===== src/rtl/gcr_pkg.sv =====
// Constants, register map and decode helpers of the global configuration bank.
// Assumes one 125 MHz clock; the index/data port strobes are synchronous to it.
package gcr_pkg;

    // ---------------------------------------------------------------
    // Register indices
    // ---------------------------------------------------------------
    localparam logic [7:0] IDX_CONFIG_CONTROL        = 8'h02;
    localparam logic [7:0] IDX_LOGICAL_DEVICE_SELECT = 8'h07;
    localparam logic [7:0] IDX_CHIP_IDENTIFIER       = 8'h20;
    localparam logic [7:0] IDX_CHIP_REVISION         = 8'h21;
    localparam logic [7:0] IDX_FUNCTION_POWER        = 8'h22;
    localparam logic [7:0] IDX_GLOBAL_LAST           = 8'h2F;
    localparam logic [7:0] IDX_DEVICE_ACTIVATE       = 8'h30;

    // ---------------------------------------------------------------
    // Field positions and masks
    // ---------------------------------------------------------------
    localparam int         SOFT_RESET_BIT      = 0;
    localparam int         PWR_FLOPPY_BIT      = 0;
    localparam int         PWR_GAME_PORT_BIT   = 2;
    localparam int         PWR_PARALLEL_BIT    = 3;
    localparam int         PWR_SERIAL1_BIT     = 4;
    localparam int         PWR_SERIAL2_BIT     = 5;
    localparam int         PWR_MIDI_BIT        = 6;
    localparam logic [7:0] PWR_IMPLEMENTED_MASK = 8'h7D;

    // ---------------------------------------------------------------
    // Reset values
    // ---------------------------------------------------------------
    localparam logic [7:0] CONFIG_CONTROL_RESET        = 8'h00;
    localparam logic [7:0] LOGICAL_DEVICE_SELECT_RESET = 8'h00;
    localparam logic [7:0] FUNCTION_POWER_RESET        = 8'h00;
    localparam logic [7:0] INDEX_RESET                 = 8'h00;
    localparam logic [7:0] READ_ZERO                   = 8'h00;

    // ---------------------------------------------------------------
    // Decode helpers
    // ---------------------------------------------------------------
    function automatic logic gcr_is_device_index(input logic [7:0] idx);
        return idx > IDX_GLOBAL_LAST;
    endfunction

    function automatic logic gcr_is_implemented(input logic [7:0] idx);
        return (idx == IDX_LOGICAL_DEVICE_SELECT) || (idx == IDX_CHIP_IDENTIFIER) ||
               (idx == IDX_CHIP_REVISION) || (idx == IDX_FUNCTION_POWER);
    endfunction

endpackage


===== src/rtl/gcr_global_config.sv =====
// Global configuration register bank behind the index/data port pair.
// Assumes port strobes are single-cycle and synchronous to ref_clk_in,
// and that the per-device register sets answer reads in the same cycle.
`timescale 1ns/1ps
module gcr_global_config
#(
    parameter logic [7:0] CHIP_IDENTIFIER = 8'hA5,  // Arbitrary value
    parameter logic [7:0] CHIP_REVISION   = 8'h01   // Arbitrary value
)
(
    // Clock and resets
    input  wire logic       ref_clk_in,
    input  wire logic       rst_b_in,
    input  wire logic       hard_reset_in,
    input  wire logic       standby_supply_power_on_reset_in,
    // Configuration mode
    input  wire logic       config_mode_in,
    // Index/data port
    input  wire logic       index_wr_in,
    input  wire logic       data_wr_in,
    input  wire logic       data_rd_in,
    input  wire logic [7:0] wr_data_in,
    output logic      [7:0] rd_data_out,
    output logic            rd_valid_out,
    // Per-device register sets
    output logic            dev_wr_out,
    output logic            dev_rd_out,
    output logic      [7:0] dev_index_out,
    output logic      [7:0] dev_wr_data_out,
    output logic      [7:0] dev_select_out,
    output logic            activate_wr_out,
    input  wire logic [7:0] dev_rd_data_in,
    output logic            soft_reset_pulse_out,
    // Function enables
    output logic            floppy_controller_en_out,
    output logic            game_port_en_out,
    output logic            parallel_port_en_out,
    output logic            serial_port1_en_out,
    output logic            serial_port2_en_out,
    output logic            midi_interface_en_out
);
    import gcr_pkg::*;

    typedef struct packed {
        logic [7:0] index;
        logic [7:0] ldn;
        logic [7:0] pwr;
        logic       ctrl_soft;
        logic [7:0] rd_data;
        logic       rd_valid;
    } gcr_state_s;

    gcr_state_s state_reg;
    gcr_state_s state_next;

    logic       sync_rst;
    logic       cfg_index_wr;
    logic       cfg_data_wr;
    logic       cfg_data_rd;
    logic       soft_pulse;
    logic [7:0] global_rd_data;

    // ---------------------------------------------------------------
    // Access qualification
    // ---------------------------------------------------------------
    // Outside configuration mode the ports belong to other logic, so
    // every strobe is dropped here rather than stored for later.
    assign sync_rst     = hard_reset_in | standby_supply_power_on_reset_in;
    assign cfg_index_wr = config_mode_in & index_wr_in;
    assign cfg_data_wr  = config_mode_in & data_wr_in;
    assign cfg_data_rd  = config_mode_in & data_rd_in;

    // ---------------------------------------------------------------
    // Global read multiplexer
    // ---------------------------------------------------------------
    always_comb
    begin
        global_rd_data = READ_ZERO;
        if (state_reg.index == IDX_LOGICAL_DEVICE_SELECT)
        begin
            global_rd_data = state_reg.ldn;
        end
        else if (state_reg.index == IDX_CHIP_IDENTIFIER)
        begin
            global_rd_data = CHIP_IDENTIFIER;
        end
        else if (state_reg.index == IDX_CHIP_REVISION)
        begin
            global_rd_data = CHIP_REVISION;
        end
        else if (state_reg.index == IDX_FUNCTION_POWER)
        begin
            global_rd_data = state_reg.pwr & PWR_IMPLEMENTED_MASK;
        end
    end

    // ---------------------------------------------------------------
    // Next state
    // ---------------------------------------------------------------
    always_comb
    begin
        state_next           = state_reg;
        state_next.rd_valid  = 1'b0;
        state_next.ctrl_soft = 1'b0;
        if (cfg_index_wr)
        begin
            state_next.index = wr_data_in;
        end
        if (cfg_data_wr)
        begin
            if (state_reg.index == IDX_LOGICAL_DEVICE_SELECT)
            begin
                state_next.ldn = wr_data_in;
            end
            else if (state_reg.index == IDX_FUNCTION_POWER)
            begin
                state_next.pwr = wr_data_in & PWR_IMPLEMENTED_MASK;
            end
            else if (state_reg.index == IDX_CONFIG_CONTROL)
            begin
                state_next.ctrl_soft = wr_data_in[SOFT_RESET_BIT];
            end
        end
        if (cfg_data_rd)
        begin
            state_next.rd_valid = 1'b1;
            if (gcr_is_device_index(state_reg.index))
            begin
                state_next.rd_data = dev_rd_data_in;
            end
            else
            begin
                state_next.rd_data = global_rd_data;
            end
        end
        // Soft reset wins over a host write landing in the same cycle
        if (soft_pulse)
        begin
            state_next.ldn = LOGICAL_DEVICE_SELECT_RESET;
            state_next.pwr = FUNCTION_POWER_RESET;
        end
        if (sync_rst)
        begin
            state_next.index     = INDEX_RESET;
            state_next.ldn       = LOGICAL_DEVICE_SELECT_RESET;
            state_next.pwr       = FUNCTION_POWER_RESET;
            state_next.ctrl_soft = CONFIG_CONTROL_RESET[SOFT_RESET_BIT];
            state_next.rd_data   = READ_ZERO;
            state_next.rd_valid  = 1'b0;
        end
    end

    always_ff @(posedge ref_clk_in or negedge rst_b_in)
    begin
        if (!rst_b_in)
        begin
            state_reg <= '0;
        end
        else
        begin
            state_reg <= state_next;
        end
    end

    // ---------------------------------------------------------------
    // Soft reset distribution
    // ---------------------------------------------------------------
    gcr_soft_reset_pulse u_soft_pulse
    (
        .ref_clk_in  (ref_clk_in),
        .rst_b_in    (rst_b_in),
        .sync_rst_in (sync_rst),
        .request_in  (state_reg.ctrl_soft),
        .pulse_out   (soft_pulse)
    );

    // ---------------------------------------------------------------
    // Outputs
    // ---------------------------------------------------------------
    // Write data is passed straight through; the device sets sample it
    // together with the strobe, so a flop would only add a cycle.
    assign rd_data_out          = state_reg.rd_data;
    assign rd_valid_out         = state_reg.rd_valid;
    assign dev_index_out        = state_reg.index;
    assign dev_select_out       = state_reg.ldn;
    assign dev_wr_data_out      = wr_data_in;
    assign dev_wr_out           = cfg_data_wr & gcr_is_device_index(state_reg.index);
    assign dev_rd_out           = cfg_data_rd & gcr_is_device_index(state_reg.index);
    assign activate_wr_out      = dev_wr_out & (state_reg.index == IDX_DEVICE_ACTIVATE);
    assign soft_reset_pulse_out = soft_pulse;

    assign floppy_controller_en_out = state_reg.pwr[PWR_FLOPPY_BIT];
    assign game_port_en_out         = state_reg.pwr[PWR_GAME_PORT_BIT];
    assign parallel_port_en_out     = state_reg.pwr[PWR_PARALLEL_BIT];
    assign serial_port1_en_out      = state_reg.pwr[PWR_SERIAL1_BIT];
    assign serial_port2_en_out      = state_reg.pwr[PWR_SERIAL2_BIT];
    assign midi_interface_en_out    = state_reg.pwr[PWR_MIDI_BIT];
endmodule


===== src/rtl/gcr_soft_reset_pulse.sv =====
// One-cycle soft reset pulse generator.
// Assumes the request level comes from a flip-flop in the same clock domain.
`timescale 1ns/1ps
module gcr_soft_reset_pulse
(
    // Clock and reset
    input  wire logic ref_clk_in,
    input  wire logic rst_b_in,
    input  wire logic sync_rst_in,
    // Request and pulse
    input  wire logic request_in,
    output logic      pulse_out
);
    import gcr_pkg::*;

    typedef struct packed {
        logic prev;
        logic pulse;
    } gcr_pulse_s;

    gcr_pulse_s state_reg;
    gcr_pulse_s state_next;

    // ---------------------------------------------------------------
    // Edge to pulse
    // ---------------------------------------------------------------
    always_comb
    begin
        state_next       = state_reg;
        state_next.prev  = request_in;
        state_next.pulse = request_in & ~state_reg.prev;
        if (sync_rst_in)
        begin
            state_next = '0;
        end
    end

    always_ff @(posedge ref_clk_in or negedge rst_b_in)
    begin
        if (!rst_b_in)
        begin
            state_reg <= '0;
        end
        else
        begin
            state_reg <= state_next;
        end
    end

    assign pulse_out = state_reg.pulse;

endmodule


===== config.mk =====
export PLATFORM = sky130hd
export DESIGN_NAME = gcr_global_config
export DESIGN_NICKNAME = d
export VERILOG_FILES = /design/src/rtl/gcr_pkg.sv /design/src/rtl/gcr_global_config.sv /design/src/rtl/gcr_soft_reset_pulse.sv
export SDC_FILE = /design/constraint.sdc
export NUM_CORES = 1
export LEC_CHECK = 0
export BUFFER_PORTS_ARGS = -buffer_cell sky130_fd_sc_hd__buf_2
export CAP_MARGIN = 20
export CORE_MARGIN = 2
export CORE_UTILIZATION = 30
export CTS_CLUSTER_DIAMETER = 60
export CTS_CLUSTER_SIZE = 8
export DETAILED_ROUTE_END_ITERATION = 16
export MAX_ROUTING_LAYER = met4
export PLACE_DENSITY = 0.5
export SYNTH_ARGS = -nofsm -noshare
export SYNTH_HDL_FRONTEND = slang
export SYNTH_SLANG_ARGS = --single-unit

===== constraint.sdc =====
create_clock -name ref_clk_in -period 3.7 [get_ports ref_clk_in]
set_input_delay 1.11 -clock ref_clk_in [delete_from_list [all_inputs] [get_ports ref_clk_in]]
set_output_delay 1.11 -clock ref_clk_in [all_outputs]
set_load 0.02 [all_outputs]

---- Word level (Yosys, flattened, before mapping) ----
Index checks and enable logic that the tools add are counted.
operators by class
  eq/ne operators ......................... 7
  bitwise operators ....................... 9
  magnitude comparators ................... 1
  reduce and logical (&&, ||, !) cells .... 7
  multiplexer cells ....................... 16
operators with widths
  operator                                                                 number
  8-bit two-way mux                                                        6
  34-bit two-way mux                                                       1
  8-bit by 6-bit == test with 1-bit output, second input constant          4
  9-bit two-way mux                                                        2
  17-bit two-way mux                                                       1
  16-bit two-way mux                                                       1
  7-bit two-way mux                                                        2
  3-bit nonzero test                                                       3
  8-bit by 2-bit == test with 1-bit output, second input constant          1
  8-bit by 3-bit == test with 1-bit output, second input constant          1
  8-bit by 6-bit > comparator with 1-bit output, second input constant     1
  1-bit bitwise AND                                                        7
  2-bit nonzero test                                                       2
  3-bit by 2-bit inequality test with 1-bit output, second input constant  1
  3-bit AND reduction                                                      1
  1-bit two-way mux                                                        2
  2-bit two-way mux                                                        1
  2-bit AND reduction                                                      1
  1-bit NOT                                                                1
  1-bit bitwise OR                                                         1
storage, ports and cells
  output and inout port bits .............. 43
  bits of input ports ..................... 24
  logic and storage cells ................. 48
  register bits after elaboration ......... 35

---- Longest topological paths before layout ----
  word-level depth ........................ 8
  gate-level depth with buffers ........... 5
  depth with buffers taken out ............ 4

---- Modules after synthesis ----
From an unflattened synthesis, not the netlist that was laid out.
unflattened totals
  cells, all modules ...................... 189
  area, all modules ....................... 1904.3 um^2
by module, submodules not included
  module                cells each  seq. area each (um^2)  times used  area each (um^2)
  gcr_global_config     185         800.8                  1           1835.5
  gcr_soft_reset_pulse  4           50.0                   1           68.8

---- Least setup slack after synthesis ----
OpenSTA, ideal clock, no wires.
  path kind ............................... in2out
  start ................................... input port data_wr_in
  end ..................................... output port activate_wr_out
  cell stages on the path ................. 4
  path buffers ............................ 1
  arrival time ............................ 1.983 ns
  required time ........................... 2.590 ns
  slack ................................... 0.607 ns
  cells stage by stage .................... and2_1 -> buf_2 -> nand3_1 -> nor3_1
on the way
  cells in the longest elaborated chain, start to end .. 3
RTL lines
  what                line                      RTL
  start: declaration  gcr_global_config.sv:20   input wire logic data_wr_in,
  1-bit bitwise AND   gcr_global_config.sv:70   assign cfg_data_wr = config_mode_in & data_wr_in;
  1-bit bitwise AND   gcr_global_config.sv:187  assign dev_wr_out = cfg_data_wr & gcr_is_device_index(state_reg.index);
  1-bit bitwise AND   gcr_global_config.sv:189  assign activate_wr_out = dev_wr_out & (state_reg.index == IDX_DEVICE_ACTIVATE);
  end: declaration    gcr_global_config.sv:31   output logic activate_wr_out,
Every way passes these cells.

---- Worst setup path after layout ----
  start ................................... input port config_mode_in
  end ..................................... output port dev_wr_out
on the way
  cells in the longest elaborated chain, start to end .. 2
RTL lines
  what                line                      RTL
  start: declaration  gcr_global_config.sv:17   input wire logic config_mode_in,
  1-bit bitwise AND   gcr_global_config.sv:70
  1-bit bitwise AND   gcr_global_config.sv:187
  end: declaration    gcr_global_config.sv:26   output logic dev_wr_out,
Every way passes these cells.

==> flow_summary.yaml <==
placement:
  hpwl_um: 3820
  dp.cells: 311
  io_buffers: 66
  routabilityCongestion: 0.763
timing:
  finalCritPeriodShare_pct: 85.8
  slew_viol_final: 0
  finalSetupViolCount: 0
  timing.fmax_mhz: 315
  rsz0062_at_grt: "no"
  hold_viol_final: 0
  period_needed_ns: 3.17
  tns_ns: 0
  tightest_slew_ns: 0.787
  clock_skew_ns: 0.00340
  relSlewSlack_pct: 47.5
synthesis:
  seq_area_frac_synth_pct: 49.3
  synth_cells: 188
  synth_area_per_cell_um2: 9.18
  syn_nets: 212
  yosysUniqueCellTypes: 35
  netlist_area_um2: 1730
  yosys_warnings: 0
  ys_ff_latch: 34
cts:
  cts_tree: "built"
  post_cts_buffers: 0
  root_buffer: "clkbuf_8"
  cts_buffer_depth: 2
  path_clk_slew_ns: 0.07
  numCtsBuffers: 5
  insertion_delay_ns: 0.28
  ctsResizeCount: 0
  htree_levels: 2
  cts_sinks: 34
  hold_buffers: 0
die:
  die_h_um: 79.9
  rows: 27
  die_x_um: 79.9
  core_area_um2: 5540
  die_area_um2: 6380
  start_util_pct: 31.2
  boundaryPins: 67
pwr:
  power_density_nw_per_um2: 347
  leakage_uw: 0.00102
  vdd_drop_max_v: 0.000131
critical_path:
  reg2reg_from: "dev_index_out[0]$_DFFE_PN0P_"
  cpPeakStageDelay_ns: 0.23
  critPathRequiredTime_ns: 2.59
  path_cells: "buf_2 -> and2_1 -> buf_4 -> nor2b_1 -> buf_2"
  crit_type: "input pin to primary output"
  cpMostUsedCell: "buf_2"
  r2r_end: "rd_data_out[6]$_DFFE_PN0P_"
  r2r_setup_slack_ns: 1.98
  path_max_fanout: 17
  r2r_cells: 4
  crit_path_end_kind: "primary output"
  crit_start: "config_mode_in"
  cp-start-kind: "input pin"
  critPathArrivalTime_ns: 2.06
  slowest_stage: "buf_4"
hold_path:
  holdPathEnd: "u_soft_pulse.pulse_out$_DFF_PN0_"
  worstHoldStart: "u_soft_pulse.state_reg[1]$_DFF_PN0_"
  hp-class: "register to register"
  whs_path_depth: 1
global_route:
  grt_max_degree: 35
  grt_pass1_wl_um: 7980
  antenna_found_initial: 0
  grt_overflow: 0
  grt.total_usage_pct: 17.3
  grt_pass1_vias: 1471
run:
  maxCapViolCount: 0
finish:
  drive_above_1_share_pct: 32.8
  synthToLayoutAreaGrowth_pct: 23.8
  final_cell_mix: "buf_2, dfrtp_1, nand2_1, a21oi_1, nand3_1"
  layout.cells.non_filler: 319
  nets: 270
  final_common_cell: "buf_2"
  diodes: 0
detailed_routing:
  vias: 1604
  drtIter0Drc: 69
  dr.pass1.iters: 4
  routed_wl_um: 5140
  drc_errors: 0
  routedWlPerCell_um: 16.1
  drt.antenna.violating_nets: 0
  viasPerCell: 5.03
run_status:
  outcome: "finished clean"
[area by class of cell]
cell class	count	area (µm²)
fillers	612	3400
inverters	9	33.8
repair buffers	68	345
clock buffers	7	86.3
flip-flops and latches	34	851
well taps	72	90.1
multi-input cells	128	726
clock inverters	1	5.00
[metrics by stage]
stage	instance area [µm²]	hold WS [ns]	util, %	power [µW]	worst slack [ns]
detailed placement	2050	0.396	36.9	466	0.529
finish	2140	0.405	38.6	741	0.525
CTS	2140	0.406	38.6	752	0.524
global route	2140	0.444	38.6	778	0.432
global placement	2050	0.383	36.9	465	0.546
floorplan	1730	0.378	-	430	0.607
[critical path, delay by kind of cell]
kind / cells / cell delay (ns)
buf+inv: 3 / 0.60
simple gates: 2 / 0.34
[layer usage]
| layer | GRT usage, % | vias up | wire length, µm |
|---|---|---|---|
| met4 | 4.58 | 0 | 63 |
| li1 | - | 784 | - |
| met2 | 26.0 | 48 | 2480 |
| met5 | - | - | 0 |
| met3 | 3.62 | 6 | 255 |
| met1 | 24.0 | 766 | 2350 |
[Yosys cell counts]
cell / count / area, µm²
a211oi_1: 2 / 15.0
a21o_2: 1 / 8.76
a21oi_1: 18 / 90.1
a221oi_1: 3 / 26.3
a22o_1: 2 / 17.5
a2bb2oi_1: 3 / 26.3
and2_1: 3 / 18.8
and3_1: 1 / 6.26
and3_4: 1 / 11.3
and3b_1: 1 / 8.76
and4_1: 1 / 8.76
buf_2: 3 / 15.0
buf_4: 9 / 67.6
buf_6: 2 / 22.5
clkbuf_1: 3 / 11.3
dfrtp_1: 34 / 851
inv_1: 9 / 33.8
nand2_1: 24 / 90.1
nand3_1: 17 / 85.1
nand4_1: 10 / 62.6
nor2_1: 8 / 30.0
nor2_2: 1 / 6.26
nor2b_1: 3 / 18.8
nor3_1: 2 / 10.0
nor3b_1: 3 / 22.5
nor3b_2: 1 / 12.5
nor4b_1: 1 / 8.76
nor4b_4: 1 / 23.8
o211ai_1: 1 / 7.51
o21ai_0: 3 / 15.0
o21ai_1: 11 / 55.1
o221ai_1: 1 / 8.76
o22ai_1: 3 / 18.8
or2_2: 1 / 6.26
or3_1: 1 / 6.26
[logic make-up after synthesis]
group	Yosys count	synth area share (%)
AOI/OAI and AO/OA	48	16.7
and+or+nand+nor	80	25.3
DFF	34	49.3
buffers and inverters	26	8.69
[power by group]
part,internal [µW],switching [µW],total (µW)
Combinational,24.7,54.8,79.4
Sequential,374,3.98,378
Clock,150,134,284
[worst max-delay path by stage]
stage | endpoint | depth (start not counted)
after global routing | activate_wr_out | 5
after global placement | activate_wr_out | 5
after detailed placement | activate_wr_out | 5
final | dev_wr_out | 5
after floorplan | activate_wr_out | 4
after CTS | activate_wr_out | 5
Note: power is estimated with default switching activity, not from simulation.
